===== config.mk =====
export PLATFORM = sky130hd
export DESIGN_NAME = fps_front_panel
export DESIGN_NICKNAME = d
export VERILOG_FILES = /design/src/include/fps_pkg.sv /design/src/verilog/fps_keypad.sv /design/src/verilog/fps_front_panel.sv
export SDC_FILE = /design/constraint.sdc
export NUM_CORES = 1
export LEC_CHECK = 0
export ABC_AREA = 1
export BUFFER_PORTS_ARGS = -buffer_cell sky130_fd_sc_hd__buf_2
export CAP_MARGIN = 20
export CORE_MARGIN = 1
export CORE_UTILIZATION = 43
export CTS_CLUSTER_DIAMETER = 80
export CTS_CLUSTER_SIZE = 14
export DETAILED_ROUTE_END_ITERATION = 10
export GPL_TIMING_DRIVEN = 1
export SYNTH_ARGS = -nofsm -noshare
export SYNTH_HDL_FRONTEND = slang
export SYNTH_SLANG_ARGS = --single-unit

===== constraint.sdc =====
create_clock -name clk -period 15.91 [get_ports clk]
set_input_delay 1.591 -clock clk [delete_from_list [all_inputs] [get_ports clk]]
set_output_delay 1.591 -clock clk [all_outputs]
set_load 0.05 [all_outputs]

===== src/include/fps_pkg.sv =====
// package: constants, types and parameter table of the front-panel setting controller
// assumes a 10 MHz system clock and a synchronous active-high reset
package fps_pkg;
  localparam int CLK_PERIOD_NS = 100;
  localparam int TICK_NS = 1000000;
  localparam int TICK_CYCLES = (TICK_NS + CLK_PERIOD_NS - 1) / CLK_PERIOD_NS;
  localparam int DEBOUNCE_MS = 20;
  localparam int HOLD_LONG_MS = 1000;
  localparam int HOLD_ENTRY_MS = 3000;
  localparam int LAMP_TEST_MS = 3000;
  localparam int BLINK_HALF_MS = 500;
  localparam int MS_PER_S = 1000;
  localparam int NKEYS = 5;
  localparam int NPARAM = 8;
  localparam int NDIG = 5;
  localparam int MSD = NDIG - 1;
  localparam int DC_W = 16;
  localparam int ALM_W = 5;
  localparam logic [3:0] DIG_MINUS = 4'hA;
  localparam logic [3:0] DIG_NINE = 4'h9;
  localparam logic [2:0] INIT_FIRST = 3'h0;
  localparam logic [2:0] INIT_LAST = 3'h2;
  localparam logic [2:0] ALARM_FIRST = 3'h3;
  localparam logic [2:0] ALARM_LAST = 3'h3;
  localparam logic [2:0] ADV_FIRST = 3'h4;
  localparam logic [2:0] ADV_LAST = 3'h7;
  localparam logic [2:0] PARAM_ALARM_SP = 3'h3;
  localparam logic [2:0] PARAM_AUTO_RET = 3'h7;
  localparam int ADDR_MIN = 1;
  localparam int ADDR_MAX = 99;
  localparam int TMR_MIN = 1;
  localparam int TMR_MAX = 999;
  localparam logic [19:0] AUTO_RET_DEF = 20'h00015;
  localparam logic [19:0] ADDR_DEF = 20'h00001;
  localparam logic [19:0] TMR_DEF = 20'h00010;

  typedef enum logic [2:0] {MODE_LAMP, MODE_MEAS, MODE_INIT, MODE_ALARM, MODE_ADV} fps_mode_e;
  typedef enum logic [1:0] {FULL_EDIT_LEVEL, PARTIAL_EDIT_LEVEL, NO_EDIT_LEVEL} fps_lock_e;

  typedef struct packed {
    logic extreme;
    logic init_up;
    logic alarm_down;
    logic up;
    logic shift;
  } fps_keys_s;

  typedef struct packed {
    logic sel;
    logic [3:0] sel_cnt;
    logic lock_part;
    logic has_range;
    logic signed [17:0] lo;
    logic signed [17:0] hi;
    logic [55:0] text;
  } fps_attr_s;

  localparam fps_attr_s PARAM_ATTR [NPARAM] = '{
    '{1'b1, 4'hE, 1'b0, 1'b0, 18'sh00000, 18'sh00000, "TCTYPE "},
    '{1'b1, 4'h2, 1'b0, 1'b0, 18'sh00000, 18'sh00000, "UNIT   "},
    '{1'b1, 4'h4, 1'b0, 1'b0, 18'sh00000, 18'sh00000, "D-POINT"},
    '{1'b0, 4'h0, 1'b0, 1'b0, 18'sh00000, 18'sh00000, "ALM-SP "},
    '{1'b0, 4'h0, 1'b1, 1'b1, 18'(ADDR_MIN), 18'(ADDR_MAX), "ADDRESS"},
    '{1'b0, 4'h0, 1'b1, 1'b1, 18'(TMR_MIN), 18'(TMR_MAX), "T1.5   "},
    '{1'b0, 4'h0, 1'b1, 1'b1, 18'(TMR_MIN), 18'(TMR_MAX), "T3.5   "},
    '{1'b0, 4'h0, 1'b0, 1'b0, 18'sh00000, 18'sh00000, "AUTORET"}
  };

  localparam logic [19:0] PARAM_RESET [NPARAM] = '{
    20'h00000, 20'h00000, 20'h00000, 20'h00000, ADDR_DEF, TMR_DEF, TMR_DEF, AUTO_RET_DEF
  };
endpackage : fps_pkg


===== src/verilog/fps_keypad.sv =====
// file: debounce and press-duration detection of the five front buttons
// assumes raw button levels synchronous to clk, active high, and a 1 ms tick pulse
`timescale 1ns/10ps
module fps_keypad import fps_pkg::*; (
  input wire logic clk,
  input wire logic sys_rst,
  input wire logic ms_tick,
  input wire fps_keys_s keys_raw,
  output fps_keys_s level,
  output fps_keys_s press,
  output fps_keys_s short_rel,
  output fps_keys_s hold_long,
  output fps_keys_s hold_entry
);
  logic [NKEYS-1:0] raw_v;
  logic [NKEYS-1:0] lvl_v;
  logic [NKEYS-1:0] press_v;
  logic [NKEYS-1:0] short_v;
  logic [NKEYS-1:0] long_v;
  logic [NKEYS-1:0] entry_v;

  assign raw_v = keys_raw;

  for (genvar k = 0; k < NKEYS; k++) begin : g_key
    logic lvl_reg, lvl_next;
    logic prev_reg;
    logic [4:0] db_reg, db_next;
    logic [11:0] hold_reg, hold_next;
    // stable-for-debounce-time filter and held-time counter
    always_comb begin
      lvl_next = lvl_reg;
      db_next = db_reg;
      hold_next = hold_reg;
      if (raw_v[k] == lvl_reg) begin
        db_next = 5'h00;
      end else if (ms_tick) begin
        if (db_reg == 5'(DEBOUNCE_MS - 1)) begin
          lvl_next = raw_v[k];
          db_next = 5'h00;
        end else begin
          db_next = db_reg + 5'h01;
        end
      end
      if (!lvl_reg) begin
        hold_next = 12'h000;
      end else if (ms_tick && hold_reg != 12'(HOLD_ENTRY_MS)) begin
        hold_next = hold_reg + 12'h001;
      end
    end
    always_ff @(posedge clk) begin
      if (sys_rst) begin
        lvl_reg <= 1'b0;
        prev_reg <= 1'b0;
        db_reg <= 5'h00;
        hold_reg <= 12'h000;
      end else begin
        lvl_reg <= lvl_next;
        prev_reg <= lvl_reg;
        db_reg <= db_next;
        hold_reg <= hold_next;
      end
    end
    assign lvl_v[k] = lvl_reg; // RULE19
    assign press_v[k] = lvl_reg & ~prev_reg;
    assign short_v[k] = prev_reg & ~lvl_reg & (hold_reg < 12'(HOLD_LONG_MS)); // RULE19
    assign long_v[k] = ms_tick & lvl_reg & (hold_reg == 12'(HOLD_LONG_MS - 1)); // RULE19
    assign entry_v[k] = ms_tick & lvl_reg & (hold_reg == 12'(HOLD_ENTRY_MS - 1)); // RULE19
  end

  assign level = lvl_v;
  assign press = press_v;
  assign short_rel = short_v;
  assign hold_long = long_v;
  assign hold_entry = entry_v;
endmodule : fps_keypad


===== src/verilog/fps_front_panel.sv =====
// file: front-panel parameter-setting controller of a panel meter
// assumes buttons synchronous to clk, measured dc/alarm data from the measuring core
//
// Contract
// [RULE1] init_up held 3 s enters initial setting
// [RULE2] shift starts numeric edit at leftmost digit
// [RULE3] each shift moves edit digit right
// [RULE4] up increments digit, minus after nine where allowed
// [RULE5] selection: shift blinks value, up advances it
// [RULE6] short down/init commits, moves next/previous
// [RULE7] down/init held 1 s commits, back measuring
// [RULE8] standby idle timeout commits, stops blinking
// [RULE9] idle timeout elsewhere returns to measuring
// [RULE10] extreme held 1 s discards pending edit
// [RULE11] three lockout levels in alarm/advanced modes
// [RULE12] invalid lamp blinks while value out of range
// [RULE13] address and timers beyond range are invalid
// [RULE14] minus only legal in leftmost digit
// [RULE15] dc and alarm outputs held in setting
// [RULE16] no mode change while parameter error shown
// [RULE17] sub display shows seven-character parameter id
// [RULE18] all lamps three seconds after power-up
// [RULE19] debounced buttons timed on millisecond tick
`timescale 1ns/10ps
module fps_front_panel import fps_pkg::*; #(
  parameter int TICK_CYC = TICK_CYCLES
) (
  input wire logic clk,
  input wire logic sys_rst,
  input wire fps_keys_s keys_raw,
  input wire fps_lock_e lock_level,
  input wire logic p_err,
  input wire logic [DC_W-1:0] meas_dc,
  input wire logic [ALM_W-1:0] meas_alarm,
  output fps_mode_e mode,
  output logic measure_run,
  output logic bcd_valid,
  output logic lamp_test,
  output logic [DC_W-1:0] dc_out,
  output logic [ALM_W-1:0] alarm_out,
  output logic [2:0] param_idx,
  output logic [19:0] main_digits,
  output logic [NDIG-1:0] blink_mask,
  output logic invalid_lamp,
  output logic [55:0] secondary_text_display,
  output logic commit_pulse
);
  localparam int TW = $clog2(TICK_CYC);

  fps_keys_s kp_level, kp_press, kp_short, kp_long, kp_entry;
  logic [TW-1:0] tick_reg, tick_next;
  logic ms_tick_reg, ms_tick_next;
  logic [9:0] msec_reg, msec_next;
  logic [8:0] blink_ms_reg, blink_ms_next;
  logic blink_reg, blink_next;
  logic sec_tick;
  fps_mode_e mode_reg, mode_next;
  logic standby_reg, standby_next;
  logic [2:0] pidx_reg, pidx_next;
  logic [2:0] pos_reg, pos_next;
  logic [19:0] edit_reg, edit_next;
  logic [19:0] store_reg [NPARAM];
  logic [19:0] store_next [NPARAM];
  logic [11:0] lamp_reg, lamp_next;
  logic [16:0] idle_reg, idle_next;
  logic commit_reg, commit_next;
  logic [DC_W-1:0] dc_reg, dc_next;
  logic [ALM_W-1:0] alm_reg, alm_next;
  fps_attr_s attr;
  logic [2:0] first_p, last_p;
  logic [16:0] mag, ret_s;
  logic signed [17:0] sval;
  logic minus_low, range_bad, edit_bad;
  logic any_key, in_set, timeout, editable, minus_ok;
  logic long_exit, short_mv, busy_ev, do_commit;
  logic [3:0] dig, nd;
  logic [19:0] store_cur;

  function automatic logic [16:0] digits_mag(input logic [19:0] d);
    logic [16:0] m;
    m = 17'h00000;
    for (int i = MSD; i >= 0; i--) begin
      m = 17'(m * 17'h0000A);
      if (d[i*4 +: 4] <= DIG_NINE) begin
        m = m + {13'h0000, d[i*4 +: 4]};
      end
    end
    return m;
  endfunction : digits_mag

  fps_keypad u_keypad (
    .clk(clk),
    .sys_rst(sys_rst),
    .ms_tick(ms_tick_reg),
    .keys_raw(keys_raw),
    .level(kp_level),
    .press(kp_press),
    .short_rel(kp_short),
    .hold_long(kp_long),
    .hold_entry(kp_entry)
  );

  // millisecond, second and blink timebase
  assign sec_tick = ms_tick_reg && msec_reg == 10'(MS_PER_S - 1);
  always_comb begin
    tick_next = tick_reg + TW'(1);
    ms_tick_next = 1'b0;
    msec_next = msec_reg;
    blink_ms_next = blink_ms_reg;
    blink_next = blink_reg;
    if (tick_reg == TW'(TICK_CYC - 1)) begin
      tick_next = '0;
      ms_tick_next = 1'b1;
    end
    if (ms_tick_reg) begin
      msec_next = sec_tick ? 10'h000 : msec_reg + 10'h001;
      if (blink_ms_reg == 9'(BLINK_HALF_MS - 1)) begin
        blink_ms_next = 9'h000;
        blink_next = ~blink_reg;
      end else begin
        blink_ms_next = blink_ms_reg + 9'h001;
      end
    end
  end
  always_ff @(posedge clk) begin
    if (sys_rst) begin
      tick_reg <= '0;
      ms_tick_reg <= 1'b0;
      msec_reg <= 10'h000;
      blink_ms_reg <= 9'h000;
      blink_reg <= 1'b0;
    end else begin
      tick_reg <= tick_next;
      ms_tick_reg <= ms_tick_next;
      msec_reg <= msec_next;
      blink_ms_reg <= blink_ms_next;
      blink_reg <= blink_next;
    end
  end

  // parameter attributes and validity of the pending value
  assign attr = PARAM_ATTR[pidx_reg];
  assign store_cur = store_reg[pidx_reg];
  always_comb begin
    case (mode_reg)
      MODE_ALARM: begin
        first_p = ALARM_FIRST;
        last_p = ALARM_LAST;
      end
      MODE_ADV: begin
        first_p = ADV_FIRST;
        last_p = ADV_LAST;
      end
      default: begin
        first_p = INIT_FIRST;
        last_p = INIT_LAST;
      end
    endcase
  end
  always_comb begin
    minus_low = 1'b0;
    for (int i = 0; i < MSD; i++) begin
      if (edit_reg[i*4 +: 4] == DIG_MINUS) minus_low = 1'b1; // RULE14
    end
    mag = digits_mag(edit_reg);
    sval = (edit_reg[MSD*4 +: 4] == DIG_MINUS) ? -$signed({1'b0, mag}) : $signed({1'b0, mag});
    range_bad = attr.has_range && (sval < attr.lo || sval > attr.hi); // RULE13
    edit_bad = !attr.sel && (minus_low || range_bad);
  end

  assign in_set = mode_reg == MODE_INIT || mode_reg == MODE_ALARM || mode_reg == MODE_ADV;
  assign any_key = |kp_level;
  assign ret_s = digits_mag(store_reg[PARAM_AUTO_RET]);
  assign timeout = in_set && sec_tick && !any_key && ret_s != 17'h00000 && idle_reg == ret_s - 17'h00001;
  assign editable = !((mode_reg == MODE_ALARM || mode_reg == MODE_ADV) &&
    (lock_level == NO_EDIT_LEVEL || (lock_level == PARTIAL_EDIT_LEVEL && attr.lock_part))); // RULE11
  assign minus_ok = (mode_reg == MODE_INIT && pos_reg == 3'(MSD)) || pidx_reg == PARAM_ALARM_SP;
  assign long_exit = kp_long.alarm_down | kp_long.init_up;
  assign short_mv = kp_short.alarm_down | kp_short.init_up;
  assign busy_ev = long_exit | timeout | kp_long.extreme | short_mv;
  assign dig = edit_reg[{pos_reg, 2'b00} +: 4];

  // mode and edit sequencing
  always_comb begin
    mode_next = mode_reg;
    standby_next = standby_reg;
    pidx_next = pidx_reg;
    pos_next = pos_reg;
    edit_next = edit_reg;
    lamp_next = lamp_reg;
    commit_next = 1'b0;
    store_next = store_reg;
    do_commit = 1'b0;
    nd = 4'h0;
    if (any_key || !in_set || timeout) idle_next = 17'h00000;
    else if (sec_tick) idle_next = idle_reg + 17'h00001;
    else idle_next = idle_reg;
    case (mode_reg)
      MODE_LAMP: begin
        if (ms_tick_reg) begin
          if (lamp_reg == 12'(LAMP_TEST_MS - 1)) mode_next = MODE_MEAS; // RULE18
          else lamp_next = lamp_reg + 12'h001;
        end
      end
      MODE_MEAS: begin
        standby_next = 1'b0;
        pos_next = 3'(MSD);
        if (!p_err) begin // RULE16
          if (kp_entry.init_up) begin
            mode_next = MODE_INIT; // RULE1
            pidx_next = INIT_FIRST;
          end else if (kp_entry.alarm_down) begin
            mode_next = MODE_ALARM;
            pidx_next = ALARM_FIRST;
          end else if (kp_entry.extreme) begin
            mode_next = MODE_ADV;
            pidx_next = ADV_FIRST;
          end
        end
      end
      default: begin
        if (long_exit) begin
          do_commit = standby_reg && !edit_bad; // RULE7
          standby_next = 1'b0;
          if (!p_err) mode_next = MODE_MEAS; // RULE7 RULE16
        end else if (timeout) begin
          if (standby_reg) begin
            do_commit = !edit_bad; // RULE8
            standby_next = 1'b0;
          end else if (!p_err) begin
            mode_next = MODE_MEAS; // RULE9
          end
        end else if (standby_reg && kp_long.extreme) begin
          standby_next = 1'b0; // RULE10
        end else if (short_mv) begin
          if (!standby_reg || !edit_bad) begin // RULE12
            do_commit = standby_reg; // RULE6
            standby_next = 1'b0;
            if (kp_short.alarm_down) pidx_next = (pidx_reg == last_p) ? first_p : pidx_reg + 3'h1; // RULE6
            else pidx_next = (pidx_reg == first_p) ? last_p : pidx_reg - 3'h1; // RULE6
          end
        end else if (kp_press.shift) begin
          if (!standby_reg) begin
            if (editable) begin // RULE11
              standby_next = 1'b1; // RULE2 RULE5
              edit_next = store_cur;
              pos_next = 3'(MSD); // RULE2
            end
          end else if (!attr.sel) begin
            pos_next = (pos_reg == 3'h0) ? 3'(MSD) : pos_reg - 3'h1; // RULE3
          end
        end else if (standby_reg && kp_press.up) begin
          if (attr.sel) begin
            edit_next = 20'h00000;
            edit_next[3:0] = (edit_reg[3:0] >= attr.sel_cnt - 4'h1) ? 4'h0 : edit_reg[3:0] + 4'h1; // RULE5
          end else begin
            if (dig == DIG_NINE) nd = minus_ok ? DIG_MINUS : 4'h0; // RULE4
            else if (dig == DIG_MINUS) nd = 4'h0;
            else nd = dig + 4'h1; // RULE4
            edit_next[{pos_reg, 2'b00} +: 4] = nd;
          end
        end
      end
    endcase
    if (do_commit) begin
      store_next[pidx_reg] = edit_reg;
      commit_next = 1'b1;
    end
  end
  always_ff @(posedge clk) begin
    if (sys_rst) begin
      mode_reg <= MODE_LAMP;
      standby_reg <= 1'b0;
      pidx_reg <= INIT_FIRST;
      pos_reg <= 3'(MSD);
      edit_reg <= 20'h00000;
      store_reg <= PARAM_RESET;
      lamp_reg <= 12'h000;
      idle_reg <= 17'h00000;
      commit_reg <= 1'b0;
    end else begin
      mode_reg <= mode_next;
      standby_reg <= standby_next;
      pidx_reg <= pidx_next;
      pos_reg <= pos_next;
      edit_reg <= edit_next;
      store_reg <= store_next;
      lamp_reg <= lamp_next;
      idle_reg <= idle_next;
      commit_reg <= commit_next;
    end
  end

  // held measurement outputs
  always_comb begin
    dc_next = (mode_reg == MODE_MEAS) ? meas_dc : dc_reg; // RULE15
    alm_next = (mode_reg == MODE_MEAS) ? meas_alarm : alm_reg; // RULE15
  end
  always_ff @(posedge clk) begin
    if (sys_rst) begin
      dc_reg <= '0;
      alm_reg <= '0;
    end else begin
      dc_reg <= dc_next;
      alm_reg <= alm_next;
    end
  end

  assign mode = mode_reg;
  assign measure_run = mode_reg == MODE_MEAS;
  assign bcd_valid = mode_reg == MODE_MEAS; // RULE15
  assign lamp_test = mode_reg == MODE_LAMP; // RULE18
  assign dc_out = dc_reg;
  assign alarm_out = alm_reg;
  assign param_idx = pidx_reg;
  assign main_digits = standby_reg ? edit_reg : store_cur;
  assign blink_mask = !(standby_reg && blink_reg) ? 5'h00 : attr.sel ? 5'h1F : 5'(5'h01 << pos_reg);
  assign invalid_lamp = standby_reg && edit_bad && blink_reg; // RULE12
  assign secondary_text_display = in_set ? attr.text : 56'h0; // RULE17
  assign commit_pulse = commit_reg;

  a_init_entry: assert property (@(posedge clk) disable iff (sys_rst) // RULE1
    (mode_reg == MODE_MEAS && kp_entry.init_up && !p_err) |=> (mode_reg == MODE_INIT && !measure_run))
    else $error("init entry missed");
  a_standby_msd: assert property (@(posedge clk) disable iff (sys_rst) // RULE2
    (!standby_reg ##1 (standby_reg && !attr.sel)) |-> pos_reg == 3'(MSD))
    else $error("edit not at leftmost digit");
  a_shift_move: assert property (@(posedge clk) disable iff (sys_rst) // RULE3
    (in_set && standby_reg && !attr.sel && kp_press.shift && !busy_ev)
    |=> pos_reg == (($past(pos_reg) == 3'h0) ? 3'(MSD) : $past(pos_reg) - 3'h1))
    else $error("shift did not move digit");
  a_up_increment: assert property (@(posedge clk) disable iff (sys_rst) // RULE4
    (in_set && standby_reg && !attr.sel && kp_press.up && !kp_press.shift && !busy_ev && dig < DIG_NINE)
    |=> dig == $past(dig) + 4'h1)
    else $error("digit not incremented");
  a_long_exit: assert property (@(posedge clk) disable iff (sys_rst) // RULE7
    (in_set && long_exit && !p_err) |=> (mode_reg == MODE_MEAS && !standby_reg))
    else $error("long hold did not return");
  a_timeout_commit: assert property (@(posedge clk) disable iff (sys_rst) // RULE8
    (standby_reg && timeout && !long_exit && !edit_bad)
    |=> (!standby_reg && commit_pulse && mode_reg == $past(mode_reg)))
    else $error("standby timeout no commit");
  a_timeout_return: assert property (@(posedge clk) disable iff (sys_rst) // RULE9
    (!standby_reg && timeout && !long_exit && !p_err) |=> mode_reg == MODE_MEAS)
    else $error("idle timeout no return");
  a_abort_keep: assert property (@(posedge clk) disable iff (sys_rst) // RULE10
    (in_set && standby_reg && kp_long.extreme && !long_exit && !timeout)
    |=> ((!standby_reg && !commit_pulse && main_digits == $past(store_cur)) ##1 !commit_pulse))
    else $error("abort changed value");
  a_lock_none: assert property (@(posedge clk) disable iff (sys_rst) // RULE11
    ((mode_reg == MODE_ALARM || mode_reg == MODE_ADV) && lock_level == NO_EDIT_LEVEL && !standby_reg)
    |=> !standby_reg)
    else $error("edit opened while locked");
  a_minus_refused: assert property (@(posedge clk) disable iff (sys_rst) // RULE14
    (in_set && standby_reg && !attr.sel && short_mv && !long_exit && !timeout &&
    (edit_reg[3:0] == DIG_MINUS || edit_reg[7:4] == DIG_MINUS ||
    edit_reg[11:8] == DIG_MINUS || edit_reg[15:12] == DIG_MINUS))
    |=> (standby_reg && !commit_pulse))
    else $error("misplaced minus accepted");
  a_hold_outputs: assert property (@(posedge clk) disable iff (sys_rst) // RULE15
    (mode_reg != MODE_MEAS) |=> ($stable(dc_out) && $stable(alarm_out)))
    else $error("outputs not held");
  a_perr_freeze: assert property (@(posedge clk) disable iff (sys_rst) // RULE16
    (p_err && mode_reg != MODE_LAMP) |=> mode_reg == $past(mode_reg))
    else $error("mode changed under error");
  a_lamp_time: assert property (@(posedge clk) disable iff (sys_rst) // RULE18
    (mode_reg == MODE_LAMP ##1 mode_reg != MODE_LAMP) |-> $past(lamp_reg) == 12'(LAMP_TEST_MS - 1))
    else $error("lamp test length wrong");
endmodule : fps_front_panel


* Yosys cells after proc, flatten, opt, wreduce, memory -nomap -nowiden *
Memories as Yosys holds them, arrays and structs flattened.
Cells that the tools add are included.

word-level totals
  register bits after elaboration = 346
  bits in read-only memories = 792
  output and inout bits = 113
  logic and storage cells = 363
  memories kept = 1

cells by class
  add/sub/neg operators = 30
  multiply operators = 8
  $lt $le $gt $ge = 17
  eq/ne operators = 55
  shift-type cells = 4
  muxes and demuxes = 104
  bitwise operators = 36
  reductions and logical operators = 68

memories
  name             words  width  rd ports  clocked after memory_dff  wr ports  RTL line                text
  (no name shown)  8      99     1         0                         0         fps_front_panel.sv:142  assign attr = PARAM_ATTR[pidx_reg];

operator list
  operator               count
  $mux 99                2
  $mux 20                9
  $bwmux 160             1
  $add 17x4->17          8
  $mul 17x3->16 const B  8
  $mux 17                8
  $mux 3                 29
  $bmux 20 s3            1
  $demux 20 s3           1
  $mux 4                 14
  $mux 56                1
  $add 12x1->12 const B  4
  $eq 12x12->1 const B   4
  $le 4x4->1 const B     10
  $eq 12x10->1 const B   3
  $ne 12x12->1 const B   3
  $mux 5                 7
  $pmux 3 s2             5
  $eq 4x4->1 const B     7
  $add 5x1->5 const B    5
  $eq 5x5->1 const B     5
  $lt 12x10->1 const B   2
  $reduce_and 8->1       3
  $reduce_or 2->1        11
  other kinds (59)       171

* Longest topological paths before layout *
  depth after elaboration = 30
  gate-level depth with buffers = 65
  gate-level depth less buffers = 64

* By module *
Synthesis repeated with hierarchy kept, for this count alone.

second synthesis, totals
  cells, all modules = 4454
  area, all modules = 28158.3 um^2

by module, submodules not included
  module           times used  cells an instance  area each (um^2)  seq. area each (um^2)
  fps_front_panel  1           3614               22614.2           5525.3
  fps_keypad       1           840                5544.1            1901.8

* Worst setup path after synthesis *
OpenSTA, ideal clock, no wires.

  kind = register to output
  start = register edit_reg[18]
  end = output port invalid_lamp
  arrival = 8.229 ns
  setup slack = 6.090 ns
  stages on the path, launching flop included = 49
  path buffers = 1
  cell sequence = dfxtp_1 -> clkbuf_1 -> inv_1 -> a21oi_1 -> nor2_1 -> ha_1 -> ha_1 -> a21boi_0 -> o211ai_1 -> xor2_1 -> inv_1 -> ha_1 -> ha_1 -> a21oi_1 -> nand2_1 -> xor2_1 -> inv_1 -> nand2_1 -> (+13 left out) -> a21oi_1 -> a21boi_0 -> nand3_1 -> or2_2 -> nand2_1 -> inv_1 -> nand4_1 -> xor2_1 -> inv_1 -> nand2_1 -> nand2_1 -> nand3_1 -> nor2_1 -> nand3_1 -> nand2_1 -> a21oi_2 -> inv_1 -> nor2_1

between the ends
  cells in the longest elaborated chain, start to end = 23

ends and longest elaborated chain
  item                                                 RTL line                text
  start: declaration                                   fps_front_panel.sv:61   logic [19:0] edit_reg, edit_next;
  start signal: assignment                             fps_front_panel.sv:286  edit_reg <= edit_next;
  $le 4x4->1                                           fps_front_panel.sv:84   if (d[i*4 +: 4] <= DIG_NINE) begin
  $mux 4                                               fps_front_panel.sv:84
  $mul 17x3->16                                        fps_front_panel.sv:83   m = 17'(m * 17'h0000A);
  $add 17x4->17                                        fps_front_panel.sv:85   m = m + {13'h0000, d[i*4 +: 4]};
  $mux 17                                              fps_front_panel.sv:84
  $mul 17x3->16                                        fps_front_panel.sv:83
  $add 17x4->17                                        fps_front_panel.sv:85
  $mux 17                                              fps_front_panel.sv:84
  (+6 left out)                                        n/a
  $neg 17->18                                          fps_front_panel.sv:166  sval = (edit_reg[MSD*4 +: 4] == DIG_MINUS) ? -$signed({1'b0, mag}) : $signed({1'b0, mag});
  $mux 18 *                                            fps_front_panel.sv:166
  $lt 18x18->1 / $gt 18x18->1 (equally long branches)  fps_front_panel.sv:167  range_bad = attr.has_range && (sval < attr.lo || sval > attr.hi);
  $logic_or 1x1->1 *                                   fps_front_panel.sv:167
  $logic_and 1x1->1 *                                  fps_front_panel.sv:167
  $logic_or 1x1->1 *                                   fps_front_panel.sv:168  edit_bad = !attr.sel && (minus_low || range_bad);
  $logic_and 1x1->1 *                                  fps_front_panel.sv:168
  $logic_and 1x1->1 * (2 in series)                    fps_front_panel.sv:318  assign invalid_lamp = standby_reg && edit_bad && blink_reg;
  end: declaration                                     fps_front_panel.sv:44   output logic invalid_lamp,

Every way passes the cells marked *; elsewhere a longest branch is shown, timed or not.

* Worst setup path after layout *
  start = register edit_reg[19]
  end = output port invalid_lamp

The elaborated chain is that of the path after synthesis.

==> impl_metrics.py <==
metrics = {
    "finish": {
        "synthToLayoutAreaGrowth_pct": 7.81,
        "largest_register_ffs": 160,
        "layout.nets": 4424,
        "diodes": 0,
        "nFillCells": 6287,
        "multi_input_area_sq_um": 15800,
        "regArea_sq_um": 6930,
        "drive_gt1_frac": 0.0627,
    },
    "routing": {
        "drtIter0Drc": 1752,
        "antenna_left": 0,
        "routedWlPerCell_microns": 13.9,
        "drcViolationCount": 10,
        "via_count": 24800,
        "viasPerCell": 5.01,
        "totalWireLength_microns": 68600,
        "first_pass_iters": 9,
    },
    "status": {
        "status": "finished, violations left",
        "violations": "design-rule violations",
    },
    "global_route": {
        "grt_pass1_wl_microns": 112000,
        "track_usage": 0.223,
        "grt_pass1_vias": 22400,
        "grt-ovfl-total": 0,
        "grt_max_degree": 89,
        "antenna_found_initial": 0,
    },
    "synthesis": {
        "synth_cells": 4125,
        "synth_ff_type": "dfxtp_1",
        "synth-seq-area-share": 0.268,
        "yosysUniqueCellTypes": 61,
        "ys_ff_latch": 346,
        "async_flop_share": 0,
        "synth_enable_flop_cells": 0,
        "synth_area_per_cell_sq_um": 6.26,
        "ys_warn_count": 0,
        "netlist_area_sq_um": 25800,
    },
    "placement": {
        "place.gp.congestion": 0.923,
        "numPortBuffers": 132,
        "dp_hpwl_microns": 50600,
    },
    "sta": {
        "hold_viol_final": 0,
        "post-route-period-util": 0.707,
        "rsz0062_at_grt": "false",
        "fin_crit_ps": 11240,
        "fin_tns_setup_ps": 0,
        "fmax_ghz": 0.0889,
        "setup_viol": 0,
        "slew_viol_final": 0,
        "slew_headroom": 0.242,
        "finClkSkew_ps": 32.3,
        "max_slew.worst_pin.slew_ps": 1130,
    },
    "floorplan": {
        "pin_count": 144,
        "core-area_sq_um": 59100,
        "die_h_microns": 247,
        "die_w_microns": 247,
        "initial_core_util": 0.436,
        "num_rows": 89,
        "die_area_sq_um": 61000,
    },
    "clock_tree": {
        "cts-root-buf": "clkbuf_16",
        "post_cts_resized": 0,
        "clk_pin_slew_ps": 70,
        "clock-sinks": 346,
        "cts_tree": "yes",
        "ctsHoldBuffers": 0,
        "cts_made_buffers": 31,
        "clock_latency_ps": 610,
        "htreeDepth": 1,
        "clockBufferDepth": 3,
        "postCtsSetupBuffers": 0,
    },
    "power_and_ir_drop": {
        "power_frac_comb": 0.025,
        "p_int_w": 0.00124,
        "power.leakage_nw": 14.4,
        "p_per_area_nw_per_um2": 58.3,
        "peakVddDrop_uv": 94.6,
        "p_seq_frac": 0.534,
        "total_power_w": 0.00162,
        "p_clk_frac": 0.441,
        "switching_power_w": 0.000379,
        "netSwitchingFraction": 0.233,
    },
    "worst_hold_path": {
        "hold_class": "reg -> reg",
    },
    "setup_path": {
        "slowest_delay_ps": 600,
        "crit_path_start_kind": "register",
        "critPathArrivalTime_ps": 9650,
        "crit_family": "adder cells",
        "cp-end-kind": "output pin",
        "crit_slowest_cell": "dfxtp_1",
        "crit_buf_inv": 9,
        "crit_type": "reg -> out",
        "cp.required_ps": 14320,
        "crit_fanout": 11,
    },
    "flow_run": {
        "cap_violations": 0,
    },
}
power by group through the flow:
stage                     clock (W)  sequential [W]  combinational (W)
after floorplan                   0        0.000886          0.0000318
after global placement            0        0.000886          0.0000406
after detailed placement          0        0.000887          0.0000406
after CTS                  0.000735        0.000866          0.0000408
after global routing       0.000770        0.000866          0.0000457
final                      0.000716        0.000867          0.0000406
worst paths after layout:
path	start	to	slack [ps]	depth (start not counted)
worst max-delay path	edit_reg[19]$_SDFFE_PP0P_	invalid_lamp	4670	48
worst min-delay path	blink_ms_reg[7]$_SDFFE_PP0P_	blink_ms_reg[7]$_SDFFE_PP0P_	460	1
worst max register to register	edit_reg[19]$_SDFFE_PP0P_	store_reg[155]$_SDFFE_PP0P_	5550	48
worst min register to register	blink_ms_reg[7]$_SDFFE_PP0P_	blink_ms_reg[7]$_SDFFE_PP0P_	460	1
routing by layer:
layer	GRT usage	vias to the layer above	wire length, microns
li1	-	13200	-
met1	0.310	11000	33700
met2	0.367	466	30500
met3	0.0282	81	3260
met4	0.0436	0	1160
met5	0	-	0
kinds of logic (layout without fill, tap and decap cells):
group,after synthesis,in the layout,synth area share
AND/OR/NAND/NOR,2146,2146,0.349
buffers and inverters,787,827,0.122
AO/OA/AOI/OAI,521,521,0.115
flip-flops,346,346,0.268
adder cells (fa/ha/maj),221,221,0.111
XOR/XNOR,103,103,0.0352
other,1,14,0.000145
cell usage after synthesis (20+ instances only):
master / instances / area, sq um
nand2_1: 1001 / 3760
o21ai_0: 184 / 921
o22ai_1: 60 / 375
nand4_1: 76 / 475
nor2_1: 665 / 2500
xnor2_1: 29 / 254
inv_1: 614 / 2300
nand3_1: 200 / 1000
buf_2: 27 / 135
nor3_1: 101 / 505
ha_1: 207 / 2590
a21oi_1: 172 / 861
buf_4: 29 / 218
a221oi_1: 20 / 175
clkbuf_1: 79 / 297
dfxtp_1: 346 / 6930
xor2_1: 73 / 639
worst reg2reg max path: cells and delay by family (launching register included):
kind / cells / cell delay [ps]
flops: 1 / 600
simple gates: 19 / 3580
xor+xnor: 6 / 1200
compound gates: 9 / 1680
buf+inv: 6 / 600
fa+ha+maj: 8 / 2570
final cells by class:
cell class,count,share of cell area
multi-input cells,3005,0.568
flip-flops and latches,346,0.249
clock inverters,8,0.00387
inverters,638,0.0862
clock buffers,31,0.0279
repair buffers,150,0.0305
well taps,773,0.0348
metrics by stage:
stage               cell area (sq um)  setup WS [ps]  hold WS [ps]  instances  utilization
global placement                26900           5310           431       4909        0.454
floorplan                       25900           6090           418       4138            -
global route                    27800           3780           482       4951        0.471
CTS                             27800           4640           462       4949        0.470
detailed placement              26900           5330           443       4910        0.455
finish                          27800           4670           462       4951        0.471
placed cells by master, fill, tap and decap left out, types with 16 or more instances in the layout:
cell       netlist  layout
nand2_1       1001    1001
nor2_1         665     665
inv_1          614     613
dfxtp_1        346     346
ha_1           207     207
nand3_1        200     200
o21ai_0        184     184
a21oi_1        172     172
buf_2           27     132
nor3_1         101      99
nand4_1         76      76
xor2_1          73      73
o22ai_1         60      60
clkbuf_16        0      31
xnor2_1         29      29
a221oi_1        20      20
nor4_1          16      16
nor3b_1         16      16
Power figures use the tool's default switching activity.
